**src/shared/thsr_pkg.sv**
```systemverilog
// package: register map, field positions and frame constants for slot routing
package thsr_pkg;
  // register offsets on the parallel control port
  localparam logic [7:0] THSR_ROUTE_CONTROL_OFS = 8'hba;
  localparam logic [7:0] THSR_SLOT_BIT_MASK_OFS = 8'hbb;
  // reset values
  localparam logic [7:0] THSR_ROUTE_CONTROL_RST = 8'h00;
  localparam logic [7:0] THSR_SLOT_BIT_MASK_RST = 8'h00;
  // route control field positions
  localparam int THSR_ENABLE_BIT    = 7;
  localparam int THSR_NAT_OR_SLOT   = 6;
  localparam int THSR_PICK_MODE     = 5;
  localparam int THSR_SLOT_NUM_MSB  = 4;
  localparam int THSR_SLOT_NUM_LSB  = 0;
  // frame geometry
  localparam int THSR_SLOTS         = 32;
  localparam int THSR_SLOT_BITS     = 8;
  localparam int THSR_NAT_BITS      = 5;
  localparam int THSR_FIFO_DEPTH    = 8;
endpackage : thsr_pkg

```
**src/design/thsr_tx_hdlc_slot_routing.sv**
```systemverilog
// transmit hdlc bit routing into e1 sa bits or timeslots
// one frame bit position is presented per frame_bit_en strobe; the
// routed bit, its strobe and the inserted flag follow one cycle later.
// hdlc bits wait in a small fifo so the controller can run ahead of the
// slot timing. a picked position that finds the fifo empty sends the
// framer bit instead; the controller only sees a slower drain.
// the channel block map arrives as a port from its own registers.
module thsr_tx_hdlc_slot_routing
  import thsr_pkg::*;
#(
  parameter int FIFO_DEPTH = THSR_FIFO_DEPTH
) (
  input  wire logic                  clock,
  input  wire logic                  rst,
  // parallel control port
  input  wire logic [7:0]            reg_addr,
  input  wire logic                  reg_wr,
  input  wire logic [7:0]            reg_wdata,
  output logic      [7:0]            reg_rdata,
  // channel block map from its own registers
  input  wire logic [THSR_SLOTS-1:0] tx_channel_block_map,
  // hdlc controller serial bits
  input  wire logic                  hdlc_valid,
  output logic                       hdlc_ready,
  input  wire logic                  hdlc_bit,
  // framer bit stream position and data
  input  wire logic                  frame_bit_en,
  input  wire logic [4:0]            frame_slot,
  input  wire logic [2:0]            frame_bit_pos,
  input  wire logic                  frame_nat_slot,
  input  wire logic                  framer_bit,
  output logic                       tx_bit,
  output logic                       tx_bit_valid,
  output logic                       hdlc_inserted
);
  // elaboration checks: the buffer needs two places at least, and the
  // five-bit slot number field can only name 32 timeslots
  if (FIFO_DEPTH < 2) begin : g_depth_check
    $error("thsr: fifo depth too small");
  end
  if (THSR_SLOTS != 32) begin : g_slots_check
    $error("thsr: slot map must cover 32 timeslots");
  end

  // control register group
  logic [7:0] route_control;                 // enable, routing, slot field
  logic [7:0] next_route_control;
  logic [7:0] slot_bit_mask;                 // one suppress bit per position
  logic [7:0] next_slot_bit_mask;
  logic       wr_route_control;              // write strobes per register
  logic       wr_slot_bit_mask;
  // output group
  logic       next_tx_bit;
  logic       next_tx_bit_valid;
  logic       next_hdlc_inserted;
  // buffer side
  logic       fifo_valid;                    // a buffered hdlc bit waits
  logic       fifo_bit;
  logic       take;                          // pop: bit goes on the line
  logic       pick;                          // position may carry hdlc
  // decoded control fields
  logic       tx_hdlc_enable;
  logic       tx_route_national_or_slot;
  logic       tx_slot_pick_mode;
  logic [4:0] tx_slot_number;

  // bit 7 of a field covers the first transmitted bit (msb, position 0);
  // used for the suppress mask and for the sa field alike
  function automatic logic [2:0] mask_index(input logic [2:0] pos);
    mask_index = 3'(3'd7 - pos);
  endfunction : mask_index

  // field views of the route control register
  assign tx_hdlc_enable            = route_control[THSR_ENABLE_BIT];
  assign tx_route_national_or_slot = route_control[THSR_NAT_OR_SLOT];
  assign tx_slot_pick_mode         = route_control[THSR_PICK_MODE];
  assign tx_slot_number =
    route_control[THSR_SLOT_NUM_MSB:THSR_SLOT_NUM_LSB];

  // bits buffered so the controller can run ahead of the slot timing
  thsr_fifo #(
    .WIDTH (1),
    .DEPTH (FIFO_DEPTH)
  ) u_fifo (
    .clock     (clock),
    .rst       (rst),
    .in_valid  (hdlc_valid),
    .in_ready  (hdlc_ready),
    .in_data   (hdlc_bit),
    .out_valid (fifo_valid),
    .out_ready (take),
    .out_data  (fifo_bit)
  );

  // sa mode: field bit 4 enables sa4 at position 3 ... bit 0 sa8 at 7;
  // only the national-bit slot carries sa bits
  function automatic logic nat_picked(
    input logic [4:0] field,
    input logic [2:0] pos,
    input logic       nat
  );
    nat_picked = 1'b0;
    if (nat && pos >= 3'd3)
      nat_picked = field[mask_index(pos)];
  endfunction : nat_picked

  // timeslot mode: one slot by number, or every slot set in the map
  function automatic logic slot_routed(
    input logic                  mode,
    input logic [4:0]            number,
    input logic [THSR_SLOTS-1:0] map,
    input logic [4:0]            slot
  );
    if (!mode)
      slot_routed = (slot == number);
    else
      slot_routed = map[slot];
  endfunction : slot_routed

  // an hdlc bit is consumed only where one may be inserted; the enable
  // gates everything, so the routing select is don't-care while off
  always_comb begin
    pick = 1'b0;
    if (frame_bit_en && tx_hdlc_enable) begin
      if (!tx_route_national_or_slot) begin
        pick = nat_picked(tx_slot_number, frame_bit_pos, frame_nat_slot);
      end else if (!slot_bit_mask[mask_index(frame_bit_pos)]) begin
        pick = slot_routed(tx_slot_pick_mode, tx_slot_number,
                           tx_channel_block_map, frame_slot);
      end
    end
  end

  // an empty fifo on a picked position falls back to framer data, so an
  // underrun shows as a gap in the hdlc stream rather than stale bits
  assign take = pick && fifo_valid;

  // write decode: a strobe to any other address leaves both untouched
  assign wr_route_control = reg_wr && (reg_addr == THSR_ROUTE_CONTROL_OFS);
  assign wr_slot_bit_mask = reg_wr && (reg_addr == THSR_SLOT_BIT_MASK_OFS);

  // control next values; a write applies to frame bits from the next edge
  always_comb begin
    next_route_control = route_control;
    next_slot_bit_mask = slot_bit_mask;
    if (wr_route_control) begin
      next_route_control = reg_wdata;
    end
    if (wr_slot_bit_mask) begin
      next_slot_bit_mask = reg_wdata;
    end
  end

  // reads are combinational; unmapped addresses read zero
  always_comb begin
    unique case (reg_addr)
      THSR_ROUTE_CONTROL_OFS: reg_rdata = route_control;
      THSR_SLOT_BIT_MASK_OFS: reg_rdata = slot_bit_mask;
      default:                reg_rdata = 8'h00;
    endcase
  end

  // output bit: hdlc where taken, framer data otherwise; tx_bit holds
  // its last value between strobes so the framer may sample it late
  always_comb begin
    next_tx_bit        = tx_bit;
    next_tx_bit_valid  = frame_bit_en;
    next_hdlc_inserted = 1'b0;
    if (frame_bit_en) begin
      next_tx_bit = take ? fifo_bit : framer_bit;
      next_hdlc_inserted = take;
    end
  end

  // control registers
  always_ff @(posedge clock) begin
    if (rst) begin
      route_control <= THSR_ROUTE_CONTROL_RST;
      slot_bit_mask <= THSR_SLOT_BIT_MASK_RST;
    end else begin
      route_control <= next_route_control;
      slot_bit_mask <= next_slot_bit_mask;
    end
  end

  // output registers: every output is one cycle behind its strobe
  always_ff @(posedge clock) begin
    if (rst) begin
      tx_bit        <= 1'b0;
      tx_bit_valid  <= 1'b0;
      hdlc_inserted <= 1'b0;
    end else begin
      tx_bit        <= next_tx_bit;
      tx_bit_valid  <= next_tx_bit_valid;
      hdlc_inserted <= next_hdlc_inserted;
    end
  end
endmodule : thsr_tx_hdlc_slot_routing

```
**src/design/thsr_fifo.sv**
```systemverilog
// small synchronous FIFO with valid/ready on both sides
module thsr_fifo #(
  parameter int WIDTH = 1,
  parameter int DEPTH = 8
) (
  input  wire logic             clock,
  input  wire logic             rst,
  input  wire logic             in_valid,
  output logic                  in_ready,
  input  wire logic [WIDTH-1:0] in_data,
  output logic                  out_valid,
  input  wire logic             out_ready,
  output logic      [WIDTH-1:0] out_data
);
  localparam int AW = (DEPTH > 1) ? $clog2(DEPTH) : 1;

  // elaboration check: pointer wrap arithmetic needs a power of two
  if (DEPTH < 2 || (DEPTH & (DEPTH - 1)) != 0 || WIDTH < 1) begin : g_chk
    $error("thsr_fifo: depth must be a power of two >= 2");
  end

  logic [WIDTH-1:0] mem [DEPTH];
  logic [AW:0]      wr_ptr, rd_ptr, next_wr_ptr, next_rd_ptr;
  logic             push, pop;

  // full and empty from pointer difference, extra bit tells wrap
  assign in_ready  = (wr_ptr - rd_ptr) != (AW+1)'(DEPTH);
  assign out_valid = wr_ptr != rd_ptr;
  assign out_data  = mem[rd_ptr[AW-1:0]];
  assign push      = in_valid && in_ready;
  assign pop       = out_valid && out_ready;

  // pointer next values
  always_comb begin
    next_wr_ptr = push ? wr_ptr + 1'b1 : wr_ptr;
    next_rd_ptr = pop ? rd_ptr + 1'b1 : rd_ptr;
  end

  // pointers and storage
  always_ff @(posedge clock) begin
    if (rst) begin
      wr_ptr <= '0;
      rd_ptr <= '0;
    end else begin
      wr_ptr <= next_wr_ptr;
      rd_ptr <= next_rd_ptr;
    end
    if (push)
      mem[wr_ptr[AW-1:0]] <= in_data;
  end
endmodule : thsr_fifo

```
**config.mk**
```make
export PLATFORM = sky130hd
export DESIGN_NAME = thsr_tx_hdlc_slot_routing
export DESIGN_NICKNAME = d
export VERILOG_FILES = /design/src/shared/thsr_pkg.sv /design/src/design/thsr_tx_hdlc_slot_routing.sv /design/src/design/thsr_fifo.sv
export SDC_FILE = /design/constraint.sdc
export NUM_CORES = 1
export LEC_CHECK = 0
export BUFFER_PORTS_ARGS = -buffer_cell sky130_fd_sc_hd__buf_2
export CORE_MARGIN = 8
export CORE_UTILIZATION = 30
export DETAILED_ROUTE_END_ITERATION = 10
export MAX_ROUTING_LAYER = met4
export PLACE_DENSITY = 0.6
export SYNTH_ARGS = -nofsm -noshare
export SYNTH_HDL_FRONTEND = slang
export SYNTH_SLANG_ARGS = --single-unit
```
**constraint.sdc**
```tcl
create_clock -name clock -period 3.4 [get_ports clock]
set_clock_uncertainty 0.1 [all_clocks]
set_input_delay 0.34 -clock clock [delete_from_list [all_inputs] [get_ports clock]]
set_output_delay 0.34 -clock clock [all_outputs]
set_load 0.1 [all_outputs]
```
# Word-level counts from Yosys, hierarchy flattened

Memories as Yosys holds them, arrays and structs flattened. A register that Yosys moved wholly into a read port is not among the register bits.
Cells that the tools add are included.

Add/subtract/negate cells: 4
$mul: 0
Div/mod/pow operators: 0
Order comparisons: 3
Equality and inequality tests: 5
Shifts and indexed selects: 0
Mux-type cells: 17
Bitwise gates (word level): 1
Reduce and logical (&&, ||, !) cells: 8

Operators with widths:

| kind                                                                  | count |
|---|---|
| 8-bit == test, second input constant                                  | 2 |
| 8-bit case mux with 2 select lines                                    | 1 |
| 1-bit 2-to-1 mux                                                      | 11 |
| 4-bit by 1-bit adder with 4-bit output, second input constant         | 2 |
| 1-bit logical AND                                                     | 7 |
| 1-bit binary-select mux with 3-bit select                             | 2 |
| 5-bit by 6-bit < comparator with 1-bit output, second input constant  | 1 |
| 3-bit 2-to-1 mux                                                      | 2 |
| 1-bit binary-select mux with 5-bit select                             | 1 |
| 5-bit == test                                                         | 1 |
| 3-bit by 4-bit < comparator with 1-bit output, second input constant  | 1 |
| 4-bit inequality test                                                 | 1 |
| 4-bit inequality test, second input constant                          | 1 |
| 4-bit subtractor                                                      | 1 |
| 3-bit by 2-bit >= comparator with 1-bit output, second input constant | 1 |
| 3-bit subtractor, first input constant                                | 1 |
| 2-bit OR reduction                                                    | 1 |
| 1-bit inverter                                                        | 1 |

Register bits after elaboration: 27
Bits in latches: 0
Bits in writable memories: 8
Bits in read-only memories: 0
Bits of input ports: 64
Memories kept: 1

Memories:

| memory     | depth | bits a word | rd ports | clocked after Yosys merged registers in | wr ports | RTL line        | RTL |
|---|---|---|---|---|---|---|---|
| u_fifo.mem | 8     | 1           | 1        | 1                                       | 1        | thsr_fifo.sv:22 | `logic [WIDTH-1:0] mem [DEPTH];` |

# Depth between registers and ports, before layout

Gate-level depths: netlist of run 1.

Depth after elaboration: 10
Mapped depth: 10
Gate-level depth less buffers: 9

# By module

From an unflattened synthesis of run 1, not the netlist that was laid out.

Cells, all modules: 231
Area, all modules: 2323.5 µm²

By module, submodules not included:

| module                    | instances | cells each | area each (µm²) | sequential area each (µm²) |
|---|---|---|---|---|
| thsr_tx_hdlc_slot_routing | 1         | 144        | 1343.8          | 380.4 |
| thsr_fifo                 | 1         | 87         | 979.7           | 460.4 |

# Worst setup path before layout of run 1

No wires, ideal clock.

Path kind: register to register
From: register u_fifo.rd_ptr[1]
To: register u_fifo.wr_ptr[3]
Setup time: 0.071 ns
Data arrival time: 2.613 ns
Data required time: 3.229 ns
Slack: 0.616 ns
Stages on the path, launching flop included: 10
Path buffers: 0
Period minus slack after synthesis: 2.784 ns
Cell sequence: dfxtp_1 > inv_1 > ha_1 > nor2b_1 > o211ai_1 > a21o_1 > and2_0 > nand2_1 > or3_1 > a21oi_1

Word-level cells in the longest chain between the ends: 3

Ends and longest elaborated chain:

| what                     | RTL line                        | RTL |
|---|---|---|
| start: declaration       | thsr_fifo.sv:23                 | `logic [AW:0] wr_ptr, rd_ptr, next_wr_ptr, next_rd_ptr;` |
| start signal: assignment | thsr_fifo.sv:46                 | `rd_ptr <= next_rd_ptr;` |
| 4-bit subtractor         | thsr_fifo.sv:27                 | `assign in_ready = (wr_ptr - rd_ptr) != (AW+1)'(DEPTH);` |
| 4-bit inequality test    | thsr_fifo.sv:27                 |  |
| named net hdlc_ready     | thsr_tx_hdlc_slot_routing.sv:24 | `output logic hdlc_ready,` |
| 1-bit logical AND        | thsr_fifo.sv:30                 | `assign push = in_valid && in_ready;` |
| end signal: assignment   | thsr_fifo.sv:45                 | `wr_ptr <= next_wr_ptr;` |
| end: declaration         | thsr_fifo.sv:23                 |  |

The timed path passes the listed nets, and every way through them passes these cells.
A chain may end at the register's enable or synchronous reset.

# Worst setup path after layout of run 1

From: register u_fifo.wr_ptr[1]
To: output hdlc_ready

Word-level cells in the longest chain between the ends: 2

Ends and longest elaborated chain:

| what                  | RTL line |
|---|---|
| 4-bit subtractor      | thsr_fifo.sv:27 |
| 4-bit inequality test | thsr_fifo.sv:27 |
| end: declaration      | thsr_tx_hdlc_slot_routing.sv:24 |

Every way passes these cells.

==> results of run 1 <==
## sequential cells by signal, indices dropped and copies added (netlist names), named ones only
name and flops:
tx_bit 1, u_fifo.mem 8, slot_bit_mask 8, route_control 8, u_fifo.rd_ptr 4, u_fifo.wr_ptr 4
tx_bit_valid 1, hdlc_inserted 1
## layout make-up
class | instances | area [sq um] | area share, %
clock buffers | 6 | 72.57 | 2.584
clock inverters | 2 | 13.76 | 0.4900
multi-input cells | 172 | 1356 | 48.29
flip-flops and latches | 38 | 840.8 | 29.93
inverters | 7 | 26.28 | 0.9354
repair buffers | 75 | 375.4 | 13.36
well taps | 99 | 123.9 | 4.410
## critical path, stage by stage (launching register included)
cell and delay (ps):
dfxtp_1 490, ha_1 310, nor2b_1 150, or4_1 470, a21o_1 210, buf_2 290
## path summary, 6_finish.rpt
check	start	endpoint	slack (ps)
min reg2reg	u_fifo.wr_ptr[0]$_SDFFE_PP0P_	u_fifo.wr_ptr[0]$_SDFFE_PP0P_	410
max	u_fifo.wr_ptr[1]$_SDFFE_PP0P_	hdlc_ready	750
max reg2reg	u_fifo.wr_ptr[1]$_SDFFE_PP0P_	u_fifo.mem[1]$_DFFE_PP_	910
min	reg_wdata[4]	slot_bit_mask[4]$_SDFFE_PP0P_	190
## placed cells by master (no fill, tap or decap), types with 2 or more instances in the layout
cell type | netlist | final
buf_2 | 3 | 75
mux2i_1 | 39 | 39
nor2_1 | 39 | 39
dfxtp_1 | 30 | 30
nor2b_1 | 9 | 9
nand2_1 | 9 | 9
edfxtp_1 | 8 | 8
inv_1 | 6 | 6
nand2b_1 | 6 | 6
a21oi_1 | 6 | 6
mux4_2 | 5 | 5
a22oi_1 | 5 | 5
ha_1 | 5 | 5
clkbuf_8 | 0 | 5
nand3_1 | 4 | 4
xnor2_1 | 4 | 4
mux2_2 | 4 | 4
nand4_1 | 3 | 3
xor2_1 | 3 | 3
nor3_1 | 3 | 3
a311oi_1 | 3 | 3
mux2_4 | 3 | 3
o21ai_0 | 3 | 3
o211ai_1 | 2 | 2
a21o_1 | 2 | 2
## per-layer routing
| metal | GRT usage (%) | vias up | share of wire [%] |
|---|---|---|---|
| li1 | - | 961 | - |
| met1 | 13.18 | 839 | 47 |
| met2 | 17.22 | 44 | 43 |
| met3 | 2.971 | 8 | 7.9 |
| met4 | 4.783 | 0 | 2.1 |
| met5 | - | - | 0 |
## stage by stage
step | total power, mW | utilization [%] | worst slack, ps
after floorplan | 0.5516 | - | 616.0
after global placement | 0.6039 | 37.34 | 619.2
after detailed placement | 0.6053 | 37.34 | 597.6
after CTS | 0.9107 | 38.52 | 731.8
after global routing | 0.9411 | 38.52 | 633.5
final | 0.8996 | 38.52 | 750.4
## cell families (layout without fill, tap and decap cells)
| kind of cell | count (synthesis) | in the layout | share of synthesized area [%] |
|---|---|---|---|
| simple gates | 82 | 82 | 17.96 |
| mux | 52 | 52 | 27.35 |
| flops | 38 | 38 | 37.13 |
| compound gates | 25 | 25 | 8.067 |
| buf+inv | 15 | 90 | 2.983 |
| xor+xnor | 8 | 8 | 3.757 |
| fa+ha+maj | 5 | 5 | 2.762 |
## where the power goes
part	total, mW	internal [mW]	switching, mW
combinational	0.125	0.0599	0.0650
clock	0.305	0.145	0.161
sequential	0.469	0.465	0.00425
total	0.900	0.670	0.230
==> summary.md, run 1 <==
| Metric | Value |
|---|---|
| Status | `finished, final reports clean` |
| Slew margin rel. | `61.77%` |
| Total number of H-tree levels | `2` |
| Quantity of hold-fixing buffers added after cts | `0` |
| Non-filler instance count after layout | `399` |
| Required arrival time at the worst endpoint | `2960 ps` |
| Top post-synthesis cells by count | `39 x mux2i_1, 39 x nor2_1, 30 x dfxtp_1` |
| CTS root buffer | `clkbuf_8` |
| Routed len/inst | `13.69 microns` |
| Total Wirelength | `5463 microns` |
| Fraction of the cycle the final worst path needs | `77.93%` |
| Max FO, Critical Path | `8` |
| Post-Synthesis Net Count | `294` |
| Leftover overflow at the end of global routing | `0` |
| Buffers inserted by post-CTS timing repair | `0` |
| Share of the synthesized area in the top cell type | `26.52%` |
| Total core area | `7292 sq um` |
| Instance count after placement with tap cells included | `391` |
| Area enclosed by the die boundary | `10590 sq um` |
| Count of cells along the worst register-to-register path | `7` |
| Clk Latency, worst-skew pair | `290 ps` |
| DRT iter0 DRCs | `58` |
| Total placed instance area | `2723 sq um` |
| Residual antenna-violating net count after detailed routing | `0` |
| GRT Overall Usage | `11.07%` |
| Fraction of registers with async set or reset after synthesis | `0%` |
| Dominant register cell in the synthesized netlist | `dfxtp_1` |
| Clock-pin slew of the registers on the worst-case setup and hold paths | `80 ps` |
| Sum Neg Setup Slack | `0 ps` |
| Count of input and output buffers | `75` |
| Vias in the first global route | `1950` |
| Average cell area after synthesis | `10.07 sq um` |
| DR vias/cell | `4.642` |
| Hold violation count in the final report | `0` |
| Cells after Synth | `225` |
| Remaining DRCs | `0` |
| Number of cells on the worst hold path | `3` |
| Worst-margin pin slew | `572.9 ps` |
| #FFs+latches synth | `38` |
| Pins over their slew limit | `0` |
| Highest achievable clock rate | `0.3774 GHz` |
| Number of distinct library cells after synthesis | `42` |
| # diodes | `0` |
| Critical path type | `flop to output pin` |
| HPWL after detailed placement | `4388 microns` |
| Maximum number of pins on one net before global-route repair | `31` |
| Critical Path AT | `2210 ps` |
| GPL Wtd Cong | `0.7744` |
| Wire length of the first global-routing pass | `9045 microns` |
| Post-synthesis to final-layout area growth | `24.03%` |
| P per Cell Area | `320.3 nW/um^2` |
| Number of warning messages in the yosys log | `0` |
| Post-synth design cell area | `2265 sq um` |
| Path category of the worst min-delay check | `primary input to flop` |
| TritonCTS clock tree | `yes` |
| Antenna violations before repair | `0` |
| CTS buffer count | `5` |
| Final nets | `368` |
| Die height | `102.9 microns` |
| Length of the first detailed-routing pass in iterations | `4` |
| Finished layout cell area | `2809 sq um` |
| Fill cell total of the finished layout | `775` |
| Maximum root-to-sink buffer count | `2` |
| Starting utilization of the core area | `31.06%` |
| Yosys top cell by area | `dfxtp_1` |
| WHS | `191.5 ps` |
| Cts repair resizes | `0` |
| Max-cap violation count | `0` |
| Sink Count | `38` |
| Fraction of layout instances using a drive strength above 1 | `33.00%` |
| Number of vias in the routed layout | `1852` |
| Minimum clock period after layout | `2650 ps` |
| Number of rows created at floorplan | `31` |
| Total setup violations reported at the end of the flow | `0` |
| Leading post-synthesis cells by cell area | `dfxtp_1 27%, mux2i_1 17%, edfxtp_1 11%` |
| Sort of element at the start of the critical path | `flop` |
| Sequential share of the synthesized area | `37.13%` |
| Number of enable-type register cells in the synthesized netlist | `8` |
| Setup repair after global routing missed its margin | `no` |
| Static Leak | `1.251 nW` |
| Worst-case vdd ir drop | `0.1237 mV` |
| Element type at the critical path end | `output pin` |
| Die Span X | `102.9 microns` |
| Number of I/O pins | `76` |
No activity file was read; power rests on OpenSTA's default activity.
==> run 2, diff against run 1 <==
==> constraint.sdc (replaced) <==
create_clock -name clock -period 2.7 [get_ports clock]
set_clock_uncertainty 0.1 [all_clocks]
set_input_delay 0.27 -clock clock [delete_from_list [all_inputs] [get_ports clock]]
set_output_delay 0.27 -clock clock [all_outputs]
set_load 0.1 [all_outputs]
==> summary.md, run 2 (same netlist as run 1, synthesis figures left out) <==
| Metric | Value |
|---|---|
| Setup repair after global routing missed its margin | `no` |
| Residual antenna-violating net count after detailed routing | `0` |
| Clock power frac | `42.7%` |
| Maximum number of pins on one net before global-route repair | `31` |
| Maximum root-to-sink buffer count | `2` |
| Sum Neg Setup Slack | `0 ps` |
| Clock-pin slew of the registers on the worst-case setup and hold paths | `80 ps` |
| Length of the first detailed-routing pass in iterations | `4` |
| # diodes | `0` |
| P_int | `1.030 mW` |
| Clk Latency, worst-skew pair | `280 ps` |
| Max-cap violation count | `0` |
| Total number of H-tree levels | `2` |
| GRT Overall Usage | `11.06%` |
| HPWL after detailed placement | `4477 microns` |
| Commonest cells after routing, fill and taps aside | `75 x buf_2, 39 x mux2i_1, 39 x nor2_1, 30 x dfxtp_1, 9 x nor2b_1` |
| Share of total power in combinational logic | `12.5%` |
| Antenna violations before repair | `0` |
| Static Leak | `1.293 nW` |
| Area occupied by multi-input gates | `1360 sq um` |
| TritonCTS clock tree | `yes` |
| Switching part of the total | `21.67%` |
| Element type at the critical path end | `output pin` |
| Buf/Inv on CP | `2` |
| Quantity of hold-fixing buffers added after cts | `0` |
| Sequential cell fraction of total power | `44.8%` |
| Vias in the first global route | `1963` |
| Total core area | `7292 sq um` |
| Post-synthesis to final-layout area growth | `27.57%` |
| Wire length of the first global-routing pass | `9094 microns` |
| Total placed instance area | `2754 sq um` |
| Count of input and output buffers | `75` |
| Slew margin rel. | `62.33%` |
| Path category of the worst min-delay check | `primary input to flop` |
| Worst-case vdd ir drop | `0.2237 mV` |
| Sink Count | `38` |
| Sort of element at the start of the critical path | `flop` |
| Total setup violations reported at the end of the flow | `0` |
| Number of rows created at floorplan | `31` |
| Number of vias in the routed layout | `1879` |
| Total Wirelength | `5569 microns` |
| CTS root buffer | `clkbuf_8` |
| Max FO, Critical Path | `4` |
| Final nets | `372` |
| CTS buffer count | `5` |
| Worst-margin pin slew | `565.0 ps` |
| Flip-flop and latch area | `840.8 sq um` |
| GPL Wtd Cong | `0.7589` |
| Critical Path AT | `2210 ps` |
| Largest delay contributor family on the critical path | `simple AND/OR/NAND/NOR gates` |
| Required arrival time at the worst endpoint | `2330 ps` |
| Cts repair resizes | `0` |
| Hold violation count in the final report | `0` |
| Most frequent standard cell in the layout excluding fill and tap cells | `buf_2` |
| Minimum clock period after layout | `2581 ps` |
| Number of I/O pins | `76` |
| Fraction of layout instances using a drive strength above 1 | `34.54%` |
| Leftover overflow at the end of global routing | `0` |
| Critical-path cell with the highest stage delay | `or4_1` |
| Fraction of the cycle the final worst path needs | `95.58%` |
| Finished layout cell area | `2889 sq um` |
| Die Span X | `102.9 microns` |
| DRT iter0 DRCs | `76` |
| Status | `finished, final reports clean` |
| Routed len/inst | `13.82 microns` |
| Buffers inserted by post-CTS timing repair | `0` |
| DR vias/cell | `4.663` |
| Die height | `102.9 microns` |
| Pins over their slew limit | `0` |
| Critical path type | `flop to output pin` |
| Fill cell total of the finished layout | `759` |
| Remaining DRCs | `0` |
| P per Cell Area | `455.3 nW/um^2` |
| Cell Chain, Critical Path | `inv_1 > ha_1 > nor2b_1 > or4_1 > a21o_2 > buf_2` |
| Area enclosed by the die boundary | `10590 sq um` |
| Starting utilization of the core area | `31.06%` |
| Highest achievable clock rate | `0.3875 GHz` |
| Critical Path Max Stage Delay | `470 ps` |
| Switching power summed over all nets | `0.2850 mW` |
run 2: changes by cell type in the layout (fill, tap and decap cells not counted):
cell       delta
a21o_1        -1
a21o_2        +1
buf_4         +4
bufinv_16     +2
clkbuf_1      -1
clkinv_1      +1
clkinv_2      -1
clkinv_4      -1
nand2_1       -1
nand2_2       +1
run 2: through the flow:
stage | total power [mW] | cells | setup slack, ps | hold WS (ps) | utilization (%)
floorplan | 0.6946 | 225 | 142.9 | 268.9 | -
global placement | 0.7644 | 395 | 160.9 | 395.4 | 37.77
detailed placement | 0.7676 | 395 | 85.57 | 404.9 | 37.77
CTS | 1.329 | 403 | 113.9 | 134.1 | 39.58
global route | 1.379 | 403 | 4.400 | 146.9 | 39.62
finish | 1.315 | 403 | 119.3 | 137.4 | 39.62
run 2: power groups by stage:
stage	logic, mW	registers, mW	clock network, mW
2_1_floorplan	0.0803	0.614	0
3_3_place_gp	0.163	0.602	0
3_5_place_dp	0.165	0.602	0
4_1_cts	0.166	0.589	0.574
5_1_grt	0.182	0.590	0.607
6_report	0.164	0.589	0.562
run 2: worst min-delay path: stages:
cell and delay (ps):
buf_2 90, mux2i_1 60, nor2_1 70
run 2: path summary, 6_finish.rpt:
kind | start | end | depth (start not counted) | slack, ps
max reg2reg | u_fifo.rd_ptr[1]$_SDFFE_PP0P_ | u_fifo.mem[4]$_DFFE_PP_ | 8 | 160
min reg2reg | u_fifo.wr_ptr[0]$_SDFFE_PP0P_ | u_fifo.wr_ptr[0]$_SDFFE_PP0P_ | 2 | 420
min | reg_wdata[2] | slot_bit_mask[2]$_SDFFE_PP0P_ | 3 | 140
max | u_fifo.rd_ptr[1]$_SDFFE_PP0P_ | hdlc_ready | 6 | 120
run 2: layout make-up:
class,count,area share [%]
Multi-Input combinational cell,172,47.08
Tap cell,99,4.288
Inverter,7,0.9095
Sequential cell,38,29.10
Clock buffer,5,2.382
Timing Repair Buffer,79,14.03
Clock inverter,3,2.209
run 2: layer usage:
| metal | vias to the layer above | track usage, % | wire length, microns |
|---|---|---|---|
| li1 | 970 | - | - |
| met4 | 0 | 2.670 | 42 |
| met2 | 50 | 18.16 | 2552 |
| met5 | - | - | 0 |
| met1 | 857 | 13.59 | 2579 |
| met3 | 2 | 2.228 | 395 |
==> run 3, diff against run 2 <==
--- a/config.mk
+++ b/config.mk
@@ -6,11 +6,13 @@
 export NUM_CORES = 1
 export LEC_CHECK = 0
 export BUFFER_PORTS_ARGS = -buffer_cell sky130_fd_sc_hd__buf_2
+export CELL_PAD_IN_SITES_DETAIL_PLACEMENT = 0
+export CELL_PAD_IN_SITES_GLOBAL_PLACEMENT = 1
 export CORE_MARGIN = 8
 export CORE_UTILIZATION = 30
 export DETAILED_ROUTE_END_ITERATION = 10
 export MAX_ROUTING_LAYER = met4
-export PLACE_DENSITY = 0.6
+export PLACE_DENSITY = 0.74
 export SYNTH_ARGS = -nofsm -noshare
 export SYNTH_HDL_FRONTEND = slang
 export SYNTH_SLANG_ARGS = --single-unit
==> summary.md, run 3 (same netlist as run 1, synthesis figures left out) <==
| Metric | Value |
|---|---|
| Buffers inserted by post-CTS timing repair | `0` |
| Pwr Total | `1.224 mW` |
| Length of the first detailed-routing pass in iterations | `4` |
| DR vias/cell | `4.696` |
| Vias in the first global route | `1991` |
| Antenna violations before repair | `0` |
| Most frequent standard cell in the layout excluding fill and tap cells | `buf_2` |
| Die Span X | `102.9 microns` |
| Instance count after placement with tap cells included | `396` |
| P per Cell Area | `426.1 nW/um^2` |
| Sink Count | `38` |
| Final nets | `373` |
| Number of rows created at floorplan | `31` |
| GRT Overall Usage | `11.26%` |
| Worst-margin pin slew | `562.8 ps` |
| Fraction of the cycle the final worst path needs | `94.63%` |
| Routed len/inst | `13.73 microns` |
| Finished layout cell area | `2872 sq um` |
| Leftover overflow at the end of global routing | `0` |
| CTS root buffer | `clkbuf_8` |
| Utilization of the core after routing | `39.38%` |
| Total core area | `7292 sq um` |
| Max-cap violation count | `0` |
| Element type at the critical path end | `output pin` |
| HPWL after detailed placement | `4553 microns` |
| Clk Latency, worst-skew pair | `290 ps` |
| Max FO, Critical Path | `8` |
| Register-to-register setup slack | `260 ps` |
| Fraction of layout instances using a drive strength above 1 | `34.43%` |
| Total placed instance area | `2761 sq um` |
| Die height | `102.9 microns` |
| Critical path type | `flop to output pin` |
| Remaining DRCs | `0` |
| Clock-pin slew of the registers on the worst-case setup and hold paths | `80 ps` |
| Commonest cells after routing, fill and taps aside | `75 x buf_2, 39 x mux2i_1, 39 x nor2_1, 30 x dfxtp_1` |
| Total Wirelength | `5548 microns` |
| Static Leak | `1.281 nW` |
| Quantity of hold-fixing buffers added after cts | `0` |
| Worst-case vdd ir drop | `0.2442 mV` |
| Minimum setup slack in the final design | `144.9 ps` |
| Critical Path AT | `2190 ps` |
| GPL Wtd Cong | `0.7841` |
| Minimum clock period after layout | `2555 ps` |
| Non-filler instance count after layout | `404` |
| Total number of H-tree levels | `2` |
| # diodes | `0` |
| Required arrival time at the worst endpoint | `2330 ps` |
| Start point of the critical path | `u_fifo.wr_ptr[1]$_SDFFE_PP0P_` |
| Area enclosed by the die boundary | `10590 sq um` |
| Cts repair resizes | `0` |
| WHS | `121.4 ps` |
| Post-synthesis to final-layout area growth | `26.80%` |
| Count of cells along the worst register-to-register path | `8` |
| Capture instance of the worst register-to-register path | `u_fifo.wr_ptr[3]$_SDFFE_PP0P_` |
| Worst Setup Slack post-DPL | `166.6 ps` |
| Maximum number of pins on one net before global-route repair | `31` |
| Number of vias in the routed layout | `1897` |
| Pins over their slew limit | `0` |
| Hold violation count in the final report | `0` |
| Path category of the worst min-delay check | `primary input to flop` |
| Highest achievable clock rate | `0.3914 GHz` |
| Wire length of the first global-routing pass | `9259 microns` |
| Status | `finished, final reports clean` |
| Sum Neg Setup Slack | `0 ps` |
| Crit path capture | `hdlc_ready` |
| Starting utilization of the core area | `31.06%` |
| Launch point of the worst reg-to-reg path | `u_fifo.wr_ptr[1]$_SDFFE_PP0P_` |
| Total setup violations reported at the end of the flow | `0` |
| Number of I/O pins | `76` |
| DRT iter0 DRCs | `51` |
| CTS buffer count | `5` |
| Sort of element at the start of the critical path | `flop` |
| TritonCTS clock tree | `yes` |
| Count of input and output buffers | `75` |
| Maximum root-to-sink buffer count | `2` |
| Residual antenna-violating net count after detailed routing | `0` |
| Setup repair after global routing missed its margin | `no` |
| Slew margin rel. | `62.48%` |
[run 3: cell count changes in the layout (fill, tap and decap cells not counted)]
cell	previous run	this run
nand2_2	1	0
bufinv_16	2	1
clkinvlp_4	0	1
clkbuf_1	0	1
nand2_1	8	9
buf_4	4	5
clkinv_1	1	0
[run 3: worst max-delay path: stages (launching register included)]
cell and delay (ps):
dfxtp_1 470, ha_1 310, nor2b_1 150, or4_1 460, a21o_2 230, buf_2 290
[run 3: per-layer routing]
metal	vias to the layer above	share of wire [%]	GRT usage (%)
met5	-	0	-
met4	0	1.0	3.337
met2	42	45	17.82
met3	5	7.8	3.241
li1	969	-	-
met1	881	46	13.57
[run 3: final cells by class]
cell class | count | area (sq um)
clock inverter | 2 | 37.54
timing repair buffer | 80 | 412.9
fill | 776 | 4420
inverter | 7 | 26.28
tap | 99 | 123.9
clock buffer | 6 | 72.57
sequential | 38 | 840.8
multi-input combinational | 172 | 1358
[run 3: how the worst min path moves through the flow]
stage | startpoint | to | slack (ps) | cells after the start
final | reg_wdata[4] | slot_bit_mask[4]$_SDFFE_PP0P_ | 120 | 3
after global routing | reg_wdata[3] | route_control[3]$_SDFFE_PP0P_ | 140 | 3
after CTS | reg_wdata[4] | slot_bit_mask[4]$_SDFFE_PP0P_ | 120 | 3
after detailed placement | u_fifo.wr_ptr[0]$_SDFFE_PP0P_ | u_fifo.wr_ptr[0]$_SDFFE_PP0P_ | 410 | 2
after global placement | u_fifo.wr_ptr[0]$_SDFFE_PP0P_ | u_fifo.wr_ptr[0]$_SDFFE_PP0P_ | 400 | 2
after floorplan | hdlc_bit | u_fifo.mem[0]$_DFFE_PP_ | 270 | 0
[run 3: report_power, final]
part / internal, mW / switching, mW / total, mW
combinational: 0.0776 / 0.0824 / 0.160
clock: 0.276 / 0.197 / 0.473
sequential: 0.586 / 0.00518 / 0.591
total: 0.939 / 0.285 / 1.22
